--- config.mk ---
export PLATFORM = sky130hd
export DESIGN_NAME = sflm_fault_manager
export DESIGN_NICKNAME = d
export VERILOG_FILES = /design/src/sflm_pkg.sv /design/src/sflm_timeout.sv /design/src/sflm_fault_manager.sv
export SDC_FILE = /design/constraint.sdc
export NUM_CORES = 1
export LEC_CHECK = 0
export BUFFER_PORTS_ARGS = -buffer_cell sky130_fd_sc_hd__buf_2
export CAP_MARGIN = 0
export CORE_ASPECT_RATIO = 1.4
export CORE_MARGIN = 10
export CORE_UTILIZATION = 58
export DETAILED_ROUTE_END_ITERATION = 10
export HOLD_SLACK_MARGIN = 0.1
export PLACE_DENSITY = 0.8
export SYNTH_ARGS = -nofsm -noshare
export SYNTH_HDL_FRONTEND = slang
export SYNTH_SLANG_ARGS = --single-unit
--- constraint.sdc ---
create_clock -name sys_clk_in -period 2.6 [get_ports sys_clk_in]
set_input_delay 0.39 -clock sys_clk_in [delete_from_list [all_inputs] [get_ports sys_clk_in]]
set_output_delay 0.39 -clock sys_clk_in [all_outputs]
set_load 0.005 [all_outputs]
--- src/sflm_pkg.sv ---
package sflm_pkg;

   // Fault bit positions in the status vector
   localparam int FAULT_COUNT = 9;
   localparam int F_LINK = 0;
   localparam int F_SECFILE = 1;
   localparam int F_POLICY = 2;
   localparam int F_SENSOR = 3;
   localparam int F_OVERTEMP = 4;
   localparam int F_JUNCTION = 5;
   localparam int F_LONGSTART = 6;
   localparam int F_UNDERLOAD = 7;
   localparam int F_MAINS = 8;

   // Clearing policy per fault bit
   localparam logic [8:0] AUTO_CLEAR_MASK = 9'h199;
   localparam logic [8:0] SELF_CLEAR_MASK = 9'h006;
   localparam logic [8:0] FAULTS_RESET = 9'h000;

   // Timing
   localparam int CLK_KHZ = 125000;
   localparam int LINK_SILENCE_MS = 2000;
   localparam int LINK_SILENCE_CYCLES = LINK_SILENCE_MS * CLK_KHZ;
   localparam int MS_TICK_CYCLES = CLK_KHZ;
   localparam int START_TIME_W = 16;
   localparam int LINK_CNT_W = 32;
   localparam int MS_CNT_W = 17;

   // Active fault report codes
   typedef enum logic [3:0] {
      CODE_NONE = 4'h0,
      CODE_LINK = 4'h1,
      CODE_SECFILE = 4'h2,
      CODE_POLICY = 4'h3,
      CODE_SENSOR = 4'h4,
      CODE_OVERTEMP = 4'h5,
      CODE_JUNCTION = 4'h6,
      CODE_LONGSTART = 4'h7,
      CODE_UNDERLOAD = 4'h8,
      CODE_MAINS = 4'h9
   } sflm_code_t;

   localparam sflm_code_t CODE_RESET = CODE_NONE;

   // Active operator interface
   typedef enum logic {
      HMI_REMOTE = 1'b0,
      HMI_EMBEDDED = 1'b1
   } sflm_hmi_t;

   localparam sflm_hmi_t HMI_RESET = HMI_REMOTE;

   // Raw fault causes from the monitors
   typedef struct packed {
      logic mains_bad;
      logic mains_dip;
      logic underload;
      logic junction_hot;
      logic overtemp;
      logic sensor_short;
      logic sensor_open;
      logic policy_xfer_fail;
      logic policy_invalid;
      logic sec_file_bad;
      logic sec_file_absent;
   } sflm_cause_t;

endpackage

--- src/sflm_timeout.sv ---
`timescale 1ns/1ps
module sflm_timeout #(
   parameter int W = 32
) (
   // Clock and reset
   input wire logic sys_clk_in,
   input wire logic rst_n_in,
   // Control
   input wire logic run_in,
   input wire logic tick_in,
   input wire logic [W-1:0] limit_in,
   // Status
   output logic [W-1:0] count_out,
   output logic expired_out
);

   logic [W-1:0] cnt_reg;
   logic [W-1:0] cnt_next;
   logic exp_reg;
   logic exp_next;

   // Expiry after limit plus one ticks, held while running
   always_comb begin
      cnt_next = cnt_reg;
      exp_next = exp_reg;
      if (!run_in) begin
         cnt_next = '0;
         exp_next = 1'b0;
      end else if (tick_in && !exp_reg) begin
         if (cnt_reg == limit_in) begin
            exp_next = 1'b1;
         end else begin
            cnt_next = cnt_reg + W'(1);
         end
      end
   end

   always_ff @(posedge sys_clk_in or negedge rst_n_in) begin
      if (!rst_n_in) begin
         cnt_reg <= '0;
         exp_reg <= 1'b0;
      end else begin
         cnt_reg <= cnt_next;
         exp_reg <= exp_next;
      end
   end

   assign count_out = cnt_reg;
   assign expired_out = exp_reg;

endmodule

--- src/sflm_fault_manager.sv ---
`timescale 1ns/1ps
// Notes on behaviour
// RULE1: Link fault after over 2 s terminal silence
// RULE2: Link fault forces embedded display terminal
// RULE3: Bad or missing security file raises fault
// RULE4: Failed policy transfer or invalid config raises fault
// RULE5: Security faults clear themselves when cause ends
// RULE6: Sensor open or short raises sensor fault
// RULE7: Sensor overtemperature raises overtemp fault
// RULE8: Thyristor junction overheating raises fault
// RULE9: Start timeout before start done raises fault
// RULE10: Bad mains or voltage dip raises fault
// RULE11: Five faults clear by auto or manual
// RULE12: Junction and long start clear manually only
// RULE13: Faults latched, readable, active one reported
module sflm_fault_manager #(
   parameter int LINK_SILENCE_CYCLES = sflm_pkg::LINK_SILENCE_CYCLES,
   parameter int MS_TICK_CYCLES = sflm_pkg::MS_TICK_CYCLES
) (
   // Clock and reset
   input wire logic sys_clk_in,
   input wire logic rst_n_in,
   // Monitor causes
   input wire sflm_pkg::sflm_cause_t cause_in,
   // Display terminal link
   input wire logic cmd_from_terminal_in,
   input wire logic link_traffic_in,
   input wire logic remote_hmi_request_in,
   // Start supervision
   input wire logic start_active_in,
   input wire logic start_done_in,
   input wire logic [sflm_pkg::START_TIME_W-1:0] max_start_time_in,
   // Clearing
   input wire logic automatic_clear_in,
   input wire logic manual_clear_in,
   // Status
   output logic [sflm_pkg::FAULT_COUNT-1:0] fault_status_out,
   output sflm_pkg::sflm_code_t active_fault_out,
   output logic any_fault_out,
   output sflm_pkg::sflm_hmi_t active_hmi_out
);

   localparam int N = sflm_pkg::FAULT_COUNT;
   localparam int LW = sflm_pkg::LINK_CNT_W;
   localparam int MW = sflm_pkg::MS_CNT_W;
   localparam int SW = sflm_pkg::START_TIME_W;

   logic [N-1:0] fault_reg;
   logic [N-1:0] fault_next;
   logic [N-1:0] cause;
   logic [N-1:0] clear_ok;
   sflm_pkg::sflm_code_t code_reg;
   sflm_pkg::sflm_code_t code_next;
   logic any_reg;
   logic any_next;
   sflm_pkg::sflm_hmi_t hmi_reg;
   sflm_pkg::sflm_hmi_t hmi_next;
   logic [MW-1:0] ms_cnt_reg;
   logic [MW-1:0] ms_cnt_next;
   logic ms_tick;
   logic link_run;
   logic link_expired;
   logic start_run;
   logic start_expired;

   // Terminal silence watchdog, only while commands come from the terminal
   assign link_run = cmd_from_terminal_in && !link_traffic_in; // RULE1

   sflm_timeout #(
      .W(LW)
   ) u_link_timeout (
      .sys_clk_in(sys_clk_in),
      .rst_n_in(rst_n_in),
      .run_in(link_run),
      .tick_in(1'b1),
      .limit_in(LW'(LINK_SILENCE_CYCLES)),
      .count_out(),
      .expired_out(link_expired)
   );

   // Millisecond tick for the start timer
   always_comb begin
      ms_tick = (ms_cnt_reg == MW'(MS_TICK_CYCLES - 1));
      ms_cnt_next = ms_tick ? '0 : ms_cnt_reg + MW'(1);
   end

   always_ff @(posedge sys_clk_in or negedge rst_n_in) begin
      if (!rst_n_in) begin
         ms_cnt_reg <= '0;
      end else begin
         ms_cnt_reg <= ms_cnt_next;
      end
   end

   // Start timer runs from start until end-of-start conditions are met
   assign start_run = start_active_in && !start_done_in; // RULE9

   sflm_timeout #(
      .W(SW)
   ) u_start_timeout (
      .sys_clk_in(sys_clk_in),
      .rst_n_in(rst_n_in),
      .run_in(start_run),
      .tick_in(ms_tick),
      .limit_in(max_start_time_in),
      .count_out(),
      .expired_out(start_expired)
   );

   // Cause vector
   always_comb begin
      cause = '0;
      cause[sflm_pkg::F_LINK] = link_expired && link_run; // RULE1
      cause[sflm_pkg::F_SECFILE] = cause_in.sec_file_bad || cause_in.sec_file_absent; // RULE3
      cause[sflm_pkg::F_POLICY] = cause_in.policy_xfer_fail || cause_in.policy_invalid; // RULE4
      cause[sflm_pkg::F_SENSOR] = cause_in.sensor_open || cause_in.sensor_short; // RULE6
      cause[sflm_pkg::F_OVERTEMP] = cause_in.overtemp; // RULE7
      cause[sflm_pkg::F_JUNCTION] = cause_in.junction_hot; // RULE8
      cause[sflm_pkg::F_LONGSTART] = start_expired; // RULE9
      cause[sflm_pkg::F_UNDERLOAD] = cause_in.underload;
      cause[sflm_pkg::F_MAINS] = cause_in.mains_bad || cause_in.mains_dip; // RULE10
   end

   // Per-fault latch; a present cause always wins over a clear
   genvar gi;
   generate
      for (gi = 0; gi < N; gi++) begin : g_fault
         assign clear_ok[gi] = !cause[gi] &&
            (manual_clear_in || (automatic_clear_in && sflm_pkg::AUTO_CLEAR_MASK[gi])); // RULE11 RULE12
         assign fault_next[gi] = sflm_pkg::SELF_CLEAR_MASK[gi] ? cause[gi] : // RULE5
            (cause[gi] || (fault_reg[gi] && !clear_ok[gi])); // RULE13
      end
   endgenerate

   // Report the lowest-numbered active fault
   always_comb begin
      code_next = sflm_pkg::CODE_NONE;
      any_next = |fault_next;
      for (int i = N - 1; i >= 0; i--) begin
         if (fault_next[i]) begin
            code_next = sflm_pkg::sflm_code_t'(4'(i + 1)); // RULE13
         end
      end
   end

   // Operator interface selection
   always_comb begin
      hmi_next = hmi_reg;
      unique case (hmi_reg)
         sflm_pkg::HMI_REMOTE: begin
            if (fault_next[sflm_pkg::F_LINK]) begin
               hmi_next = sflm_pkg::HMI_EMBEDDED; // RULE2
            end
         end
         sflm_pkg::HMI_EMBEDDED: begin
            if (remote_hmi_request_in && !fault_next[sflm_pkg::F_LINK]) begin
               hmi_next = sflm_pkg::HMI_REMOTE;
            end
         end
      endcase
   end

   always_ff @(posedge sys_clk_in or negedge rst_n_in) begin
      if (!rst_n_in) begin
         fault_reg <= sflm_pkg::FAULTS_RESET;
         code_reg <= sflm_pkg::CODE_RESET;
         any_reg <= 1'b0;
         hmi_reg <= sflm_pkg::HMI_RESET;
      end else begin
         fault_reg <= fault_next;
         code_reg <= code_next;
         any_reg <= any_next;
         hmi_reg <= hmi_next;
      end
   end

   assign fault_status_out = fault_reg;
   assign active_fault_out = code_reg;
   assign any_fault_out = any_reg;
   assign active_hmi_out = hmi_reg;

   // Helper: cycles of continuous terminal silence
   logic [LW-1:0] silence_cnt_reg;
   logic [LW-1:0] silence_cnt_next;

   always_comb begin
      silence_cnt_next = '0;
      if (link_run && (silence_cnt_reg != '1)) begin
         silence_cnt_next = silence_cnt_reg + LW'(1);
      end else if (link_run) begin
         silence_cnt_next = silence_cnt_reg;
      end
   end

   always_ff @(posedge sys_clk_in or negedge rst_n_in) begin
      if (!rst_n_in) begin
         silence_cnt_reg <= '0;
      end else begin
         silence_cnt_reg <= silence_cnt_next;
      end
   end

   property p_link_after_silence;
      @(posedge sys_clk_in) disable iff (!rst_n_in)
      $rose(link_expired) |-> (silence_cnt_reg == LW'(LINK_SILENCE_CYCLES + 1));
   endproperty
   a_link_after_silence: assert property (p_link_after_silence) // RULE1
      else $error("Link fault timing wrong");

   property p_link_needs_terminal;
      @(posedge sys_clk_in) disable iff (!rst_n_in)
      $rose(fault_status_out[sflm_pkg::F_LINK]) |-> $past(cmd_from_terminal_in);
   endproperty
   a_link_needs_terminal: assert property (p_link_needs_terminal) // RULE1
      else $error("Link fault without terminal command source");

   property p_hmi_fallback;
      @(posedge sys_clk_in) disable iff (!rst_n_in)
      fault_status_out[sflm_pkg::F_LINK] |-> (active_hmi_out == sflm_pkg::HMI_EMBEDDED);
   endproperty
   a_hmi_fallback: assert property (p_hmi_fallback) // RULE2
      else $error("Active interface not embedded during link fault");

   property p_secfile_set;
      @(posedge sys_clk_in) disable iff (!rst_n_in)
      (cause_in.sec_file_bad || cause_in.sec_file_absent)
         |=> fault_status_out[sflm_pkg::F_SECFILE];
   endproperty
   a_secfile_set: assert property (p_secfile_set) // RULE3
      else $error("Security file fault not raised");

   property p_policy_set;
      @(posedge sys_clk_in) disable iff (!rst_n_in)
      (cause_in.policy_xfer_fail || cause_in.policy_invalid)
         |=> fault_status_out[sflm_pkg::F_POLICY];
   endproperty
   a_policy_set: assert property (p_policy_set) // RULE4
      else $error("Policy update fault not raised");

   property p_self_clear;
      @(posedge sys_clk_in) disable iff (!rst_n_in)
      !(cause_in.sec_file_bad || cause_in.sec_file_absent)
         ##0 !(cause_in.policy_xfer_fail || cause_in.policy_invalid)
         |=> !fault_status_out[sflm_pkg::F_SECFILE] && !fault_status_out[sflm_pkg::F_POLICY];
   endproperty
   a_self_clear: assert property (p_self_clear) // RULE5
      else $error("Security fault did not clear by itself");

   property p_sensor_set;
      @(posedge sys_clk_in) disable iff (!rst_n_in)
      (cause_in.sensor_open || cause_in.sensor_short) |=> fault_status_out[sflm_pkg::F_SENSOR];
   endproperty
   a_sensor_set: assert property (p_sensor_set) // RULE6
      else $error("Sensor fault not raised");

   property p_overtemp_set;
      @(posedge sys_clk_in) disable iff (!rst_n_in)
      cause_in.overtemp |=> fault_status_out[sflm_pkg::F_OVERTEMP];
   endproperty
   a_overtemp_set: assert property (p_overtemp_set) // RULE7
      else $error("Overtemp fault not raised");

   property p_junction_set;
      @(posedge sys_clk_in) disable iff (!rst_n_in)
      cause_in.junction_hot |=> fault_status_out[sflm_pkg::F_JUNCTION];
   endproperty
   a_junction_set: assert property (p_junction_set) // RULE8
      else $error("Junction fault not raised");

   property p_longstart_set;
      @(posedge sys_clk_in) disable iff (!rst_n_in)
      $rose(start_expired) |-> $past(start_run) ##1 fault_status_out[sflm_pkg::F_LONGSTART];
   endproperty
   a_longstart_set: assert property (p_longstart_set) // RULE9
      else $error("Long start fault not raised");

   property p_mains_set;
      @(posedge sys_clk_in) disable iff (!rst_n_in)
      (cause_in.mains_bad || cause_in.mains_dip) |=> fault_status_out[sflm_pkg::F_MAINS];
   endproperty
   a_mains_set: assert property (p_mains_set) // RULE10
      else $error("Mains undervolt fault not raised");

   property p_auto_clear;
      @(posedge sys_clk_in) disable iff (!rst_n_in)
      fault_status_out[sflm_pkg::F_UNDERLOAD] && automatic_clear_in && !cause_in.underload
         |=> !fault_status_out[sflm_pkg::F_UNDERLOAD];
   endproperty
   a_auto_clear: assert property (p_auto_clear) // RULE11
      else $error("Underload fault not auto cleared");

   property p_manual_only;
      @(posedge sys_clk_in) disable iff (!rst_n_in)
      fault_status_out[sflm_pkg::F_JUNCTION] && !manual_clear_in
         |=> fault_status_out[sflm_pkg::F_JUNCTION];
   endproperty
   a_manual_only: assert property (p_manual_only) // RULE12
      else $error("Junction fault cleared without manual clear");

   property p_report;
      @(posedge sys_clk_in) disable iff (!rst_n_in)
      (any_fault_out == (fault_status_out != '0))
         && ((active_fault_out == sflm_pkg::CODE_NONE) == (fault_status_out == '0));
   endproperty
   a_report: assert property (p_report) // RULE13
      else $error("Fault report inconsistent with status");

endmodule

======== After elaboration in Yosys (flattened, before gate mapping) ========
Index checks and enable logic that the tools add are counted.
operators by class
  $add $sub $neg .......................... 3
  multiply operators ...................... 0
  div/mod/pow operators ................... 0
  $lt $le $gt $ge ......................... 0
  equal/unequal tests ..................... 8
  shift-type cells ........................ 0
  multiplexer cells ....................... 25
  bitwise operators ....................... 1
  reduce and logical (&&, ||, !) cells .... 52
operator list
  operator               number
  $mux 32                3
  $mux 16                3
  $mux 4                 9
  $add 32x1->32 const B  1
  $eq 32x28->1 const B   1
  $logic_and 1x1->1      19
  $add 17x1->17 const B  1
  $eq 17x17->1 const B   1
  $logic_not 1->1        17
  $mux 17                1
  $add 16x1->16 const B  1
  $eq 16x16->1           1
  $logic_or 1x1->1       12
  $ne 2x2->1 const B     5
  $reduce_or 9->1        1
  $mux 1                 8
  $reduce_and 2->1       3
  $pmux 1 s2             1
  $not 1->1              1
storage, ports and cells
  register bits ........................... 82
  bits in latches ......................... 0
  memory bits (writable) .................. 0
  ROM bits ................................ 0
  bits of input ports ..................... 36
  output and inout port bits .............. 15
  logic and storage cells ................. 98
  memories ................................ 0

======== Logic depth before layout (Yosys ltp) ========
  word-level depth ........................ 15
  mapped depth ............................ 9
  depth with buffers taken out ............ 8

======== Modules after synthesis ========
Synthesis repeated with hierarchy kept, for this count alone.
second synthesis, totals
  cells, all modules ...................... 499
  area, all modules ....................... 4804.6 um2
modules (own cells, without submodules)
  module                          instances  cells each  area an instance (um2)  seq. area each (um2)
  sflm_timeout (u_link_timeout)   1          247         2260.9                  825.8
  sflm_fault_manager              1          132         1403.8                  800.8
  sflm_timeout (u_start_timeout)  1          120         1139.8                  425.4

======== Worst setup path after synthesis ========
Ideal clock, no wire load.
  kind .................................... reg-to-reg
  from .................................... register ms_cnt_reg[10]
  to ...................................... register u_start_timeout.cnt_reg[13], in the netlist u_start_timeout.count_out[13]
  setup time .............................. 0.083 ns
  data arrival time ....................... 2.179 ns
  data required time ...................... 2.517 ns
  slack ................................... 0.338 ns
  stages on the path, launching flop included .. 7
  path buffers ............................ 0
  clock period less this slack ............ 2.262 ns
  cell sequence ........................... dfrtp_1 -> or4_1 -> or3_4 -> nor3_4 -> nand4_4 -> or4_1 -> o21ai_0
on the way
  cells in the longest elaborated chain, start to end .. 4
RTL lines
  item                        line                      RTL
  start: declaration          sflm_fault_manager.sv:58  logic [MW-1:0] ms_cnt_reg;
  start signal: assignment    sflm_fault_manager.sv:91  ms_cnt_reg <= ms_cnt_next;
  $eq 17x17->1                sflm_fault_manager.sv:83  ms_tick = (ms_cnt_reg == MW'(MS_TICK_CYCLES - 1));
  $logic_and 1x1->1           sflm_timeout.sv:29        end else if (tick_in && !exp_reg) begin
  $ne 2x2->1 (no line)        --
  $reduce_and 2->1 (no line)  --
  end signal: assignment      sflm_timeout.sv:43        cnt_reg <= cnt_next;
  end: declaration            sflm_timeout.sv:17        logic [W-1:0] cnt_reg;
No other way between the ends.
A chain may end at the register's enable or synchronous reset.

======== Final worst setup path ========
Ends and elaborated chain as after synthesis.

==> flow_metrics.py <==
metrics = {
    "status": {
        "status": "complete, no violations",
    },
    "detailed_routing": {
        "highest_layer": "met4",
        "drt_iter0_drc": 213,
        "dr_total_vias": 3332,
        "wl_met3_um": 343,
        "wl_met2_um": 4770,
        "vias_per_cell": 5.73,
        "m1WireLength_um": 3780,
        "routed_wl_um": 9010,
        "ant_nets": 0,
        "wl_per_cell_um": 15.5,
        "drc_errors": 0,
        "drt_first_pass_iters": 4,
    },
    "job": {
        "max_cap_viol_count": 0,
    },
    "timing": {
        "finalHoldViolCount": 0,
        "fin_setup_tns_ns": 0,
        "worstMarginPinSlew_ns": 1.08,
        "finClkSkew_ns": 0.0134,
        "rsz0062_at_grt": "false",
        "final-setup-viol-count": 0,
        "fmax_ghz": 0.418,
        "post-route-period-util_pct": 92.1,
        "slew_headroom_pct": 27.6,
        "drv_slew": 0,
        "finalCriticalPeriod_ns": 2.39,
    },
    "floorplan": {
        "rows": 36,
        "core_um2": 6940,
        "dieArea_um2": 10900,
        "ioPinCount": 51,
        "start_util_pct": 59.4,
        "fp.dieH_um": 120,
        "die_w_um": 91.2,
    },
    "cells_and_area": {
        "fillerInstances": 587,
        "layout_commonest_cell": "dfrtp_1",
        "layout_common_cells": "dfrtp_1 (82), nor2_1 (60), xor2_1 (56)",
        "fin_nets": 523,
        "stdcell_area_um2": 4700,
        "seq_area_um2": 2050,
        "multi_input_area_um2": 1990,
        "largest_reg_flops": 32,
        "drive_gt1_share_pct": 16.2,
        "area_growth_pct": 14.2,
        "diodes": 0,
    },
    "clock_network": {
        "numCtsBuffers": 9,
        "ctsResizeCount": 0,
        "cts.clk_slew.worst_paths_ns": 0.08,
        "clock_latency_ns": 0.35,
        "cts-htree-levels": 3,
        "cts_tree": "done",
        "cts_sinks": 82,
        "cts-root-buf": "clkbuf_8",
        "cts.path.max_buffers": 2,
    },
    "setup_path": {
        "cp.arrival_ns": 2.67,
        "rr_startpoint": "ms_cnt_reg[10]",
        "crit_end": "u_start_timeout.count_out[13]",
        "rrSetupSlack_ns": 0.21,
        "slowest_stage": "or4_1",
        "critPathMaxStageDelay_ns": 0.51,
        "start_kind": "flop",
        "critical_path_required_ns": 2.88,
        "critPathKind": "reg2reg",
        "worstSetupStartpoint": "ms_cnt_reg[10]",
        "worstReg2RegEnd": "u_start_timeout.count_out[13]",
        "cp-end-kind": "flop",
        "reg2regPathDepth": 6,
        "worstPathMaxFanout": 10,
        "crit_chain": "or4_1 -> or3_4 -> nor3_4 -> nand4_4 -> or4_1 -> o21ai_0",
        "cpMostUsedCell": "or4_1",
    },
    "yosys": {
        "synth_cells": 423,
        "synth_nets": 463,
        "ys_seq_area_share_pct": 49.8,
        "ys_async_sr_fraction_pct": 100,
        "synth_seq_cells": 82,
        "ys_types": 39,
        "synth_warnings": 0,
        "synth.avg_cell_area_um2": 9.73,
        "synth-edff-count": 0,
        "yosys_most_used_dff": "dfrtp_1",
        "syn_area_um2": 4120,
    },
    "global_routing": {
        "grtUsageTotal_pct": 16.5,
        "grt_pass1_wl_um": 15200,
        "antenna_found_initial": 0,
        "grt-ovfl-total": 0,
        "grt_pass1_vias": 3363,
        "grt_max_degree": 50,
    },
    "power": {
        "peakVddDrop_mv": 0.366,
        "p_sw_mw": 0.513,
        "power_density_nw_per_um2": 471,
        "pwr-share-clk_pct": 36.3,
        "p_leak_nw": 2.12,
        "p_seq_share_pct": 58.2,
        "internal_power_mw": 1.70,
        "combPwrFrac_pct": 5.4,
        "p_sw_share_pct": 23.2,
    },
    "place": {
        "portBuffers": 50,
        "gp_congestion": 0.862,
        "hpwl_um": 6570,
        "post_dp_cell_area_um2": 4520,
    },
    "worst_hold_path": {
        "min_path_type": "in2reg",
    },
}
==> worst min-delay path by stage <==
stage | slack, ns | from | cells after the start | end
detailed placement | 0.37 | rst_n_in | 1 | u_start_timeout.count_out[11]
floorplan | 0.09 | rst_n_in | 0 | active_fault_out[0]
global placement | 0.37 | rst_n_in | 1 | u_start_timeout.count_out[13]
finish | 0.24 | remote_hmi_request_in | 2 | active_hmi_out
global route | 0.24 | cause_in[3] | 2 | fault_status_out[2]
CTS | 0.24 | cause_in[1] | 2 | fault_status_out[1]
==> repair_timing <==
action	4_1_cts	5_1_grt
hold buffers	1	0
buffers inserted	0	0
endpoints found under the hold margin	33	0
==> final cells by class <==
| class | instances | area share, % |
|---|---|---|
| inverters | 10 | 0.798 |
| repair buffers | 59 | 7.13 |
| flip-flops and latches | 82 | 43.6 |
| clock buffers | 11 | 3.01 |
| clock inverters | 4 | 0.585 |
| multi-input cells | 321 | 42.3 |
| well taps | 95 | 2.53 |
==> cell families after synthesis <==
kind of cell / count (synthesis) / synth area share (%)
compound gates: 51 / 7.23
xor+xnor: 64 / 13.6
fa+ha+maj: 4 / 1.22
buf+inv: 20 / 1.82
flops: 82 / 49.8
mux: 2 / 0.486
simple gates: 200 / 25.8
==> Yosys cell counts (4+ instances only) <==
| cell | n | area share [%] |
|---|---|---|
| a21oi_1 | 17 | 2.1 |
| and3_1 | 15 | 2.3 |
| and4_1 | 4 | 0.85 |
| clkbuf_1 | 9 | 0.82 |
| dfrtp_1 | 82 | 50 |
| ha_1 | 4 | 1.2 |
| inv_1 | 10 | 0.91 |
| nand2_1 | 23 | 2.1 |
| nand3_1 | 34 | 4.1 |
| nand4_1 | 13 | 2.0 |
| nor2_1 | 60 | 5.5 |
| nor3_1 | 4 | 0.49 |
| nor4_1 | 10 | 1.5 |
| nor4b_1 | 5 | 1.1 |
| o2111ai_1 | 4 | 0.85 |
| o21ai_0 | 18 | 2.2 |
| or3_1 | 11 | 1.7 |
| xnor2_1 | 8 | 1.7 |
| xor2_1 | 56 | 12 |
==> critical path, delay by kind of cell, from the launching register on <==
family          cells  cell delay (ns)
flops               1             0.43
compound gates      1             0.08
simple gates        5             1.80
==> power groups by stage <==
stage / Combinational [mW] / Sequential [mW] / Clock, mW
4_1_cts: 0.124 / 1.29 / 0.822
3_5_place_dp: 0.123 / 1.31 / 0
2_1_floorplan: 0.0410 / 1.32 / 0
5_1_grt: 0.137 / 1.29 / 0.870
3_3_place_gp: 0.119 / 1.31 / 0
6_report: 0.120 / 1.29 / 0.805
==> through the flow <==
step | util (%) | instances | worst slack (ns) | total power [mW] | hold slack [ns]
after floorplan | - | 423 | 0.338 | 1.36 | 0.0944
after global placement | 65.2 | 566 | 0.264 | 1.43 | 0.365
after detailed placement | 65.2 | 566 | 0.195 | 1.44 | 0.368
after CTS | 67.8 | 582 | 0.195 | 2.24 | 0.235
after global routing | 67.8 | 582 | 0.0304 | 2.30 | 0.241
final | 67.8 | 582 | 0.206 | 2.21 | 0.245
==> routing by layer <==
layer  vias up  track usage [%]
met3        11             3.93
met5         -                0
met2        76             28.8
li1       1602                -
met4         0             7.07
met1      1643             18.9
Note: power is estimated with default switching activity, not from simulation.
